$ cat src/include/io_port_pkg.sv
package io_port_pkg;

  // Register byte offsets within a bus page
  localparam logic [3:0] ADDR_PIN_LEVEL = 4'h0;
  localparam logic [3:0] ADDR_PIN_DIRECTION = 4'h4;
  localparam logic [3:0] ADDR_OUTPUT_LATCH = 4'h8;
  localparam logic [3:0] ADDR_ANALOG_SELECT = 4'hc;
  localparam logic [3:0] ADDR_PULLUP_ENABLE = 4'h0;
  localparam logic [3:0] ADDR_PULLUP_PAGE = 4'h1;
  localparam logic [3:0] ADDR_OPTION = 4'h4;

  // Pin bit positions
  localparam int PIN0 = 0;
  localparam int PIN1 = 1;
  localparam int PIN3 = 3;
  localparam int PIN4 = 4;
  localparam int PIN5 = 5;

  // Implemented-bit masks
  localparam logic [7:0] PIN_MASK = 8'h3b;
  localparam logic [7:0] DIR_FIXED_ONES = 8'h0b;
  localparam logic [7:0] DIR_RW_MASK = 8'h30;
  localparam logic [7:0] LATCH_MASK = 8'h30;
  localparam logic [7:0] ANALOG_MASK = 8'h10;
  localparam logic [7:0] PULLUP_MASK = 8'h38;

  // Reset values
  localparam logic [1:0] DIR_RESET = 2'h3;
  localparam logic ANALOG_RESET = 1'b1;
  localparam logic [2:0] PULLUP_RESET = 3'h7;
  localparam logic OPTION_PULLUP_N_RESET = 1'b1;
  localparam int OPTION_PULLUP_N_BIT = 7;

  // Peripheral output requests for the two drivable pins
  typedef struct packed {
    logic sysclk_en;
    logic sysclk_out;
    logic secondary_osc_en;
    logic secondary_osc_out;
    logic reference_clock_en;
    logic reference_clock_out;
    logic serial_data_en;
    logic serial_data_out;
    logic pwm_channel2_en;
    logic pwm_channel2_out;
  } periph_out_s;

endpackage : io_port_pkg

$ cat src/verilog/five_bit_io_port.sv
// Summary of operation
// - Five physical pins at bits 0, 1, 3, 4 and 5 of 8-bit registers.
// - Direction bit one turns the pin driver off, making an input.
// - Direction bit zero drives latch value unless a stronger peripheral owns pin.
// - Pins 0, 1, 3 are input only; their direction bits always read one.
// - Pin level reads actual pins; writes go into the output latch.
// - Port writes store written bits 5-4 in the latch; any merge is software read-modify-write.
// - Direction bits govern drivers even on analog pins.
// - Analog-selected pin reads zero digitally; its input buffer is off.
// - Analog select never changes digital output.
// - Analog select resets to analog; software clears it for digital input.
// - Several enabled sources on a pin: highest priority wins.
// - Pin 4: clock, sec osc, ref clock, serial data, latch; pin 5: pwm_channel2_out, latch.
// - Peripherals drive analog-mode pins in the same priority order.
// - Pin level has bits 5-3, 1-0; bits 7-6, 2 read zero; 3,1,0 read-only.
// - Direction bits 5-4 writable reset one; 3,1,0 fixed one; 7,6,2 zero.
// - Latch has bits 5-4 only, kept across resets; others read zero.
// - Analog select holds bit 4 only, reset one; others read zero.
// - Pull-up enable bits 5-3 reset one; set enables pull-up; others zero.
// - Pull-ups act only while global active-low pull-up disable bit is clear.
// - A pin configured as output has its pull-up disabled.
// - Reset-pin enable forces pin 3 pull-up on, not shown in register.
`timescale 1ns/1ps
`default_nettype none

module five_bit_io_port
  import io_port_pkg::*;
(
  input wire logic clk_i,
  input wire logic rst_i,
  // Classic Wishbone slave
  input wire logic wb_cyc_i,
  input wire logic wb_stb_i,
  input wire logic wb_we_i,
  input wire logic [4:0] wb_adr_i,
  input wire logic [3:0] wb_sel_i,
  input wire logic [31:0] wb_dat_i,
  output logic [31:0] wb_dat_o,
  output logic wb_ack_o,
  // Configuration and peripherals
  input wire logic reset_pin_enable_i,
  input wire periph_out_s periph_i,
  // Pads: bits 0,1,3,4,5 used
  input wire logic [7:0] pin_i,
  output logic [7:0] pin_o,
  output logic [7:0] pin_oe_o,
  output logic [7:0] pullup_on_o,
  output logic [7:0] digital_in_en_o
);

  ////////////////////////////////////////////////////////////////////////////
  // Register map, byte offsets on the bus, low byte of the data word only:
  //   0x00 pin level      read: synchronised pins, analog pin reads zero
  //                       write: bits 5-4 land in the output latch
  //   0x04 pin direction  bits 5-4 writable, bits 3, 1, 0 always one
  //   0x08 output latch   bits 5-4 only, no reset
  //   0x0c analog select  bit 4 only, resets to analog
  //   0x10 pull-up enable bits 5-3, reset to one
  //   0x14 option         bit 7 is the global active-low pull-up disable
  // Every other offset reads zero, ignores writes and still answers, so
  // software probing the map never hangs the bus.
  //
  // Pad side: pin_o, pin_oe_o and pullup_on_o drive the pad cells, and
  // digital_in_en_o gates the pad input buffer. All of them come from
  // flip-flops, so a register write shows at the pads one cycle after
  // its acknowledge.

  ////////////////////////////////////////////////////////////////////////////
  // Pin synchroniser: stage one is read by stage two only
  logic [7:0] pin_meta_r;
  logic [7:0] pin_sync_r;

  always_ff @(posedge clk_i) begin
    pin_meta_r <= pin_i;
    pin_sync_r <= pin_meta_r;
  end

  ////////////////////////////////////////////////////////////////////////////
  // Registers
  logic [1:0] dir_r;         // Bits 5-4
  logic [1:0] latch_r;       // Bits 5-4, no reset on purpose
  logic analog_sel_pin4_r;
  logic [2:0] pullup_r;      // Bits 5-3
  logic global_pullup_disable_n_r;

  // Bus decode; address bit 4 selects the second page
  logic wr_stb;
  logic rd_stb;
  logic [3:0] adr_lo;
  logic page_hi;
  assign wr_stb = wb_cyc_i && wb_stb_i && wb_we_i && !wb_ack_o && wb_sel_i[0];
  assign rd_stb = wb_cyc_i && wb_stb_i && !wb_ack_o;
  assign adr_lo = wb_adr_i[3:0];
  assign page_hi = wb_adr_i[4];

  logic sel_level, sel_dir, sel_latch, sel_analog, sel_pullup, sel_option;
  assign sel_level = !page_hi && adr_lo == ADDR_PIN_LEVEL;
  assign sel_dir = !page_hi && adr_lo == ADDR_PIN_DIRECTION;
  assign sel_latch = !page_hi && adr_lo == ADDR_OUTPUT_LATCH;
  assign sel_analog = !page_hi && adr_lo == ADDR_ANALOG_SELECT;
  assign sel_pullup = page_hi && adr_lo == ADDR_PULLUP_ENABLE;
  assign sel_option = page_hi && adr_lo == ADDR_OPTION;

  // Digital view of the pins: analog pin reads zero
  logic [7:0] analog_vec;
  logic [7:0] digital_view;
  assign analog_vec = {3'h0, analog_sel_pin4_r, 4'h0} & ANALOG_MASK;
  assign digital_view = pin_sync_r & PIN_MASK & ~analog_vec;

  // Direction: only bits 5-4 writable, reset to input
  always_ff @(posedge clk_i) begin
    if (rst_i) begin
      dir_r <= DIR_RESET;
    end else if (wr_stb && sel_dir) begin
      dir_r <= wb_dat_i[PIN5:PIN4];
    end
  end

  // Latch: a pin-level write is the merged byte of a read-modify-write, so
  // bits 5-4 of it are stored; other positions have no latch behind them
  // Software that reads an analog pin as zero and writes it back clears its
  // latch, which is the hazard of merging on analog pins
  always_ff @(posedge clk_i) begin
    if (wr_stb && sel_latch) begin
      latch_r <= wb_dat_i[PIN5:PIN4];
    end else if (wr_stb && sel_level) begin
      latch_r <= wb_dat_i[PIN5:PIN4];
    end
  end

  // Analog select resets to analog mode
  always_ff @(posedge clk_i) begin
    if (rst_i) begin
      analog_sel_pin4_r <= ANALOG_RESET;
    end else if (wr_stb && sel_analog) begin
      analog_sel_pin4_r <= wb_dat_i[PIN4];
    end
  end

  // Pull-up enables and global active-low disable
  always_ff @(posedge clk_i) begin
    if (rst_i) begin
      pullup_r <= PULLUP_RESET;
    end else if (wr_stb && sel_pullup) begin
      pullup_r <= wb_dat_i[PIN5:PIN3];
    end
  end

  always_ff @(posedge clk_i) begin
    if (rst_i) begin
      global_pullup_disable_n_r <= OPTION_PULLUP_N_RESET;
    end else if (wr_stb && sel_option) begin
      global_pullup_disable_n_r <= wb_dat_i[OPTION_PULLUP_N_BIT];
    end
  end

  ////////////////////////////////////////////////////////////////////////////
  // Read mux and ack; unmapped addresses read zero and still ack
  logic [7:0] rd_data;
  always_comb begin
    rd_data = 8'h00;
    if (sel_level) begin
      rd_data = digital_view;
    end else if (sel_dir) begin
      rd_data = DIR_FIXED_ONES | ({2'h0, dir_r, 4'h0} & DIR_RW_MASK);
    end else if (sel_latch) begin
      rd_data = {2'h0, latch_r, 4'h0} & LATCH_MASK;
    end else if (sel_analog) begin
      rd_data = analog_vec;
    end else if (sel_pullup) begin
      rd_data = {2'h0, pullup_r, 3'h0} & PULLUP_MASK;
    end else if (sel_option) begin
      rd_data = {global_pullup_disable_n_r, 7'h00};
    end
  end

  always_ff @(posedge clk_i) begin
    if (rst_i) begin
      wb_ack_o <= 1'b0;
      wb_dat_o <= 32'h0000_0000;
    end else begin
      wb_ack_o <= rd_stb;
      wb_dat_o <= rd_stb ? {24'h00_0000, rd_data} : 32'h0000_0000;
    end
  end

  ////////////////////////////////////////////////////////////////////////////
  // Output priority; analog select plays no part here
  logic pin4_val;
  logic pin5_val;
  always_comb begin
    if (periph_i.sysclk_en) begin
      pin4_val = periph_i.sysclk_out;
    end else if (periph_i.secondary_osc_en) begin
      pin4_val = periph_i.secondary_osc_out;
    end else if (periph_i.reference_clock_en) begin
      pin4_val = periph_i.reference_clock_out;
    end else if (periph_i.serial_data_en) begin
      pin4_val = periph_i.serial_data_out;
    end else begin
      pin4_val = latch_r[0];
    end
    pin5_val = periph_i.pwm_channel2_en ? periph_i.pwm_channel2_out : latch_r[1];
  end

  // Drivers follow direction only, also for analog pins (limitation: a
  // peripheral cannot drive a pin left as input)
  logic [7:0] oe_nxt;
  logic [7:0] pu_nxt;
  assign oe_nxt = {2'h0, ~dir_r, 4'h0};
  always_comb begin
    pu_nxt = 8'h00;
    if (!global_pullup_disable_n_r) begin
      pu_nxt = {2'h0, pullup_r, 3'h0} & ~oe_nxt;
    end
    if (reset_pin_enable_i) begin
      pu_nxt[PIN3] = 1'b1;
    end
  end

  ////////////////////////////////////////////////////////////////////////////
  // Registered pad controls, one flip-flop group per concern

  // Drive value: only pins 5 and 4 have a driver behind them
  always_ff @(posedge clk_i) begin
    if (rst_i) begin
      pin_o <= 8'h00;
    end else begin
      pin_o <= {2'h0, pin5_val, pin4_val, 4'h0};
    end
  end

  // Driver enable: low through reset so no pad fights the board at power-up
  always_ff @(posedge clk_i) begin
    if (rst_i) begin
      pin_oe_o <= 8'h00;
    end else begin
      pin_oe_o <= oe_nxt;
    end
  end

  // Pull-ups: global disable resets high, so they start off
  always_ff @(posedge clk_i) begin
    if (rst_i) begin
      pullup_on_o <= 8'h00;
    end else begin
      pullup_on_o <= pu_nxt;
    end
  end

  // Input buffer gate: off for the analog pin to save crowbar current
  always_ff @(posedge clk_i) begin
    if (rst_i) begin
      digital_in_en_o <= 8'h00;
    end else begin
      digital_in_en_o <= PIN_MASK & ~analog_vec;
    end
  end

  ////////////////////////////////////////////////////////////////////////////
  // Elaboration checks: the slices and masks above assume this layout

  // The latch and direction slices take two adjacent bits
  if (PIN5 != PIN4 + 1) begin : g_bad_pin_pair
    $error("Pins 5 and 4 must be adjacent bits");
  end

  // The pull-up slice spans pins 5 down to 3
  if (PIN4 != PIN3 + 1) begin : g_bad_pull_span
    $error("Pins 4 and 3 must be adjacent bits");
  end

  // Fixed and writable direction bits must not overlap
  if ((DIR_FIXED_ONES & DIR_RW_MASK) != 8'h00) begin : g_bad_dir_masks
    $error("Direction masks overlap");
  end

  // Only drivable pins may carry a latch
  if (LATCH_MASK != DIR_RW_MASK) begin : g_bad_latch_mask
    $error("Latch mask must match the writable direction bits");
  end

  // The analog pin must be one of the port pins
  if ((ANALOG_MASK & ~PIN_MASK) != 8'h00) begin : g_bad_analog_mask
    $error("Analog mask outside the port pins");
  end

  // Pull-ups only where a pin exists
  if ((PULLUP_MASK & ~PIN_MASK) != 8'h00) begin : g_bad_pull_mask
    $error("Pull-up mask outside the port pins");
  end

  // The option bit must sit in the low data byte
  if (OPTION_PULLUP_N_BIT > 7) begin : g_bad_option_bit
    $error("Option bit outside the data byte");
  end

  // The pull-up and option registers share the second page
  if (ADDR_PULLUP_ENABLE == ADDR_OPTION) begin : g_bad_page_map
    $error("Pull-up and option offsets collide");
  end

endmodule : five_bit_io_port

`default_nettype wire
$ cat config.mk
export PLATFORM = sky130hd
export DESIGN_NAME = five_bit_io_port
export DESIGN_NICKNAME = d
export VERILOG_FILES = /design/src/include/io_port_pkg.sv /design/src/verilog/five_bit_io_port.sv
export SDC_FILE = /design/constraint.sdc
export NUM_CORES = 1
export LEC_CHECK = 0
export BUFFER_PORTS_ARGS = -buffer_cell sky130_fd_sc_hd__buf_2
export CAP_MARGIN = 20
export CORE_UTILIZATION = 41
export DETAILED_ROUTE_END_ITERATION = 10
export PLACE_DENSITY = 0.82
export REMOVE_ABC_BUFFERS = 1
export SETUP_SLACK_MARGIN = 0.2
export SYNTH_ARGS = -nofsm -noshare
export SYNTH_HDL_FRONTEND = slang
export SYNTH_SLANG_ARGS = --single-unit
$ cat constraint.sdc
create_clock -name clk_i -period 3.67 [get_ports clk_i]
set_input_delay 0.5505 -clock clk_i [delete_from_list [all_inputs] [get_ports clk_i]]
set_output_delay 0.5505 -clock clk_i [all_outputs]
set_load 0.005 [all_outputs]
==> Flow_metrics.wiki <==
{| class="wikitable"
! Metric !! Value
|-
| Number of global-route vias before repair || 889
|-
| Post-CTS Setup Inserts || 0
|-
| Max Slew Vio Count || 0
|-
| Distinct cell type count of the synthesized netlist || 30
|-
| Area after DPL || about 1600 um2
|-
| Yosys reg bits || 35
|-
| Post-detailed-placement half-perimeter wirelength || roughly 2000 um
|-
| Maximum number of pins on one net before global-route repair || 16
|-
| Global route overflow || 0
|-
| Cell chosen for the clock root || sky130_fd_sc_hd__clkbuf_8
|-
| Area of the die || 4040 um2
|-
| Most frequent cells in the layout || 49 x sky130_fd_sc_hd__buf_2, 46 x sky130_fd_sc_hd__conb_1, 33 x sky130_fd_sc_hd__dfxtp_1
|-
| Sequential share of power || 0.515
|-
| Family with the most delay on the worst path || simple AND/OR/NAND/NOR gates
|-
| Worst Hold Class || flip-flop to flip-flop
|-
| Vias after detailed routing || 1082
|-
| Area share of xor/xnor cells in the synthesized design || 0
|-
| TritonCTS clock tree || yes
|-
| Internal power component || approximately 590 uW
|-
| Cell area after layout || approximately 1700 um2
|-
| Worst path arrival time || between 1 and 1.5 ns
|-
| Fmax achieved || 662 MHz
|-
| Area growth from synthesis to layout || 12.7%
|-
| Post-route antenna net violation count || 0
|-
| Setup Skew || 0.00488 ns
|-
| Global-route usage over all layers || 0.122
|-
| Initial antenna violation count || 0
|-
| Number of top-level pins || 130
|-
| Netlist Area Pre-Place || about 1600 um2
|-
| Run status || complete, no violations
|-
| Die span in x || roughly 64 um
|-
| Critical hold path startpoint || pin_meta_r[1]
|-
| Crit-path cells || buf_2, nor3_2, nor4b_1
|-
| Number of search-and-repair iterations in the first detailed-routing pass || 4
|-
| Clock Sink Count || 35
|-
| Iteration-0 DRC Markers || 29
|-
| Placeable Area || around 3500 um2
|-
| Post-Synth Adder-Cell Area || 0
|-
| Post-synthesis average cell area || 9.58 um2
|-
| Power share of the combinational group || 0.080
|-
| Final critical-path share of the clock period || 0.412
|-
| Setup total negative slack || 0 ns
|-
| Clock latency reported for the late side of the worst-skew pair || around 0.28 ns
|-
| Reg-to-reg slack, setup || ~2.3 ns
|-
| RSZ-0062 raised after global routing || no
|-
| Hold Violations, Final || 0
|-
| Inserted Diodes || 0
|-
| Critical path origin || wb_adr_i[4]
|-
| Endpoint of the most critical register-to-register path || latch_r[0]
|-
| Yosys warning count || 0
|-
| Ratio of total power to cell area || 438 nW/um2
|-
| # resized after CTS || 0
|-
| Number of DRC violations after detailed routing || 0
|-
| Most common library cell in the layout ignoring fill and taps || sky130_fd_sc_hd__buf_2
|-
| Sort of element at the end of the critical path || flip-flop
|-
| TritonCTS buffer count || 5
|-
| Average detailed-routed wire length per instance || between 9 and 10 um
|-
| Type of origin of the critical path || input pin
|-
| Buf+Inv Stages, Crit Path || 1
|-
| Hold-fix buffer count after cts || 0
|-
| Global-route wire length before repair || 3720 um
|-
| Leakage power summed over all cells || just over 0.9 nW
|-
| CTS max path bufs || 2
|-
| Highest net fanout along the worst path || 6
|-
| Post-Synthesis Cells || 162
|-
| Fillers || between 300 and 400
|-
| Required time at the endpoint of the critical path || roughly 3.6 ns
|-
| Final critical path time including I/O delays and setup || approximately 1.5 ns
|-
| Slowest cell on the critical path || sky130_fd_sc_hd__nor4b_1
|-
| Number of cells on the critical path || 3
|-
| Height of the die || 63.5 um
|-
| Routability cong. || ~0.8
|-
| Net Sw Power || roughly 180 uW
|-
| Port buffer count || just under 50
|-
| Maximum vdd drop || approximately 0.28 mV
|-
| Fin worst setup slack || about 2.2 ns
|-
| Total Wirelength || roughly 2500 um
|-
| Main combinational cell family by area after synthesis || buffers and inverters
|-
| Area fraction in and, or, nand and nor cells after synthesis || 0.168
|-
| Via/cell ratio || roughly 4.2
|-
| Delay of the slowest cell on the worst path || roughly 0.44 ns
|-
| Post-synthesis mux area share || 0.0395
|-
| Placement Rows || 21
|-
| R2R Path Start || wb_ack_o
|-
| Clock transition time at the flip-flop clock pins of the worst setup and hold paths || 0.07 ns
|-
| Initial cell density of the core || 0.448
|-
| Proportion of power drawn by the clock network || 0.404
|-
| Worst setup endpoint || latch_r[0]
|-
| Maximum capacitance violations || 0
|-
| Worst setup slack before clock tree synthesis || approximately 1.9 ns
|-
| CP Class || input pin to flip-flop
|-
| Switching power as a share of total power || 0.228
|-
| Final setup fails || 0
|-
| Sequential cell area fraction in the yosys report || 0.464
|-
| CTS H-tree lvls || 2
|-
| # nets final || about 280
|-
| Layout cells sized above 1 || 0.296
|-
| Compound-Gate Fraction of Synth Area || 0.0645
|-
| Length in cells of the worst reg-to-reg path || 2
|}
synth_stat cells (all sizes together):
cell type  count  area (um2)
buf           51         383
dfxtp         33         661
nor2          21        78.8
a21oi          8        40.0
inv            6        22.5
nand2          6        22.5
nand3          6        30.0
mux2i          5        50.1
nor3           5        41.3
and3           2        12.5
edfxtp         2        60.1
a211oi         1        7.51
a21o           1        7.51
a221oi         1        8.76
a22o           1        8.76
a32oi          1        8.76
and2b          1        10.0
and4bb         1        16.3
conb           1        3.75
mux2           1        11.3
nand2b         1        6.26
nand3b         1        7.51
nor2b          1        6.26
nor4           1        21.3
nor4b          1        8.76
o211ai         1        7.51
o21ai          1        5.00
o22ai          1        6.26
power groups by stage:
stage | Combinational (mW) | Clock [mW] | Sequential [mW]
2_1_floorplan | 0.0272 | 0 | 0.404
6_report | 0.0617 | 0.310 | 0.395
4_1_cts | 0.0608 | 0.317 | 0.395
3_3_place_gp | 0.0590 | 0 | 0.403
5_1_grt | 0.0692 | 0.337 | 0.396
3_5_place_dp | 0.0604 | 0 | 0.404
layer usage:
layer  wire [um]  vias up  GRT usage
li1            -      537          -
met1         976      473      0.124
met2        1250       70      0.210
met3         280        2     0.0489
met4          29        0     0.0682
met5           0        -          0
area by class of cell:
class                   instances  area, um2  share of cell area
repair buffers                 49        245               0.140
clock inverters                 2       13.8             0.00787
multi-input cells             115        596               0.340
inverters                       6       22.5              0.0129
well taps                      46       57.6              0.0329
clock buffers                   6       93.8              0.0536
flip-flops and latches         35        721               0.412
metrics by stage:
| step | total power [mW] | util | hold WS (ns) | cells |
|---|---|---|---|---|
| finish | 0.767 | 0.504 | 0.330 | 259 |
| global route | 0.802 | 0.504 | 0.341 | 259 |
| CTS | 0.773 | 0.504 | 0.332 | 259 |
| detailed placement | 0.464 | 0.473 | 0.315 | 251 |
| global placement | 0.462 | 0.473 | 0.312 | 251 |
| floorplan | 0.431 | - | 0.310 | 156 |
flip-flops by register name, indices dropped and copies added, names as in the netlist:
signal,flops
pullup_on_o,3
pullup_r,3
pin_o,2
analog_sel_pin4_r,1
wb_ack_o,1
pin_meta_r,5
pin_sync_r,5
global_pullup_disable_n_r,1
latch_r,2
dir_r,2
pin_oe_o,2
digital_in_en_o,2
wb_dat_o,6
worst min-delay path by stage:
stage / endpoint / slack, ns / cells after the start
2_1_floorplan: pin_sync_r[0] / 0.31 / 0
3_3_place_gp: pin_sync_r[3] / 0.31 / 0
3_5_place_dp: pin_sync_r[1] / 0.32 / 0
4_1_cts: pin_sync_r[1] / 0.33 / 0
5_1_grt: pin_sync_r[3] / 0.34 / 0
6_report: pin_sync_r[1] / 0.33 / 0
cell families (layout without fill, tap and decap cells):
| group | after synthesis | count (layout) |
|---|---|---|
| buf+inv | 57 | 63 |
| simple gates | 47 | 47 |
| flops | 35 | 35 |
| compound gates | 16 | 16 |
| mux | 6 | 6 |
| other cells | 1 | 46 |
worst register-to-register path: stages (launching register included):
cell	delay, ns
sky130_fd_sc_hd__dfxtp_1	0.31
sky130_fd_sc_hd__nand3b_1	0.21
sky130_fd_sc_hd__nor4b_1	0.47
Note: power is estimated with default switching activity, not from simulation.
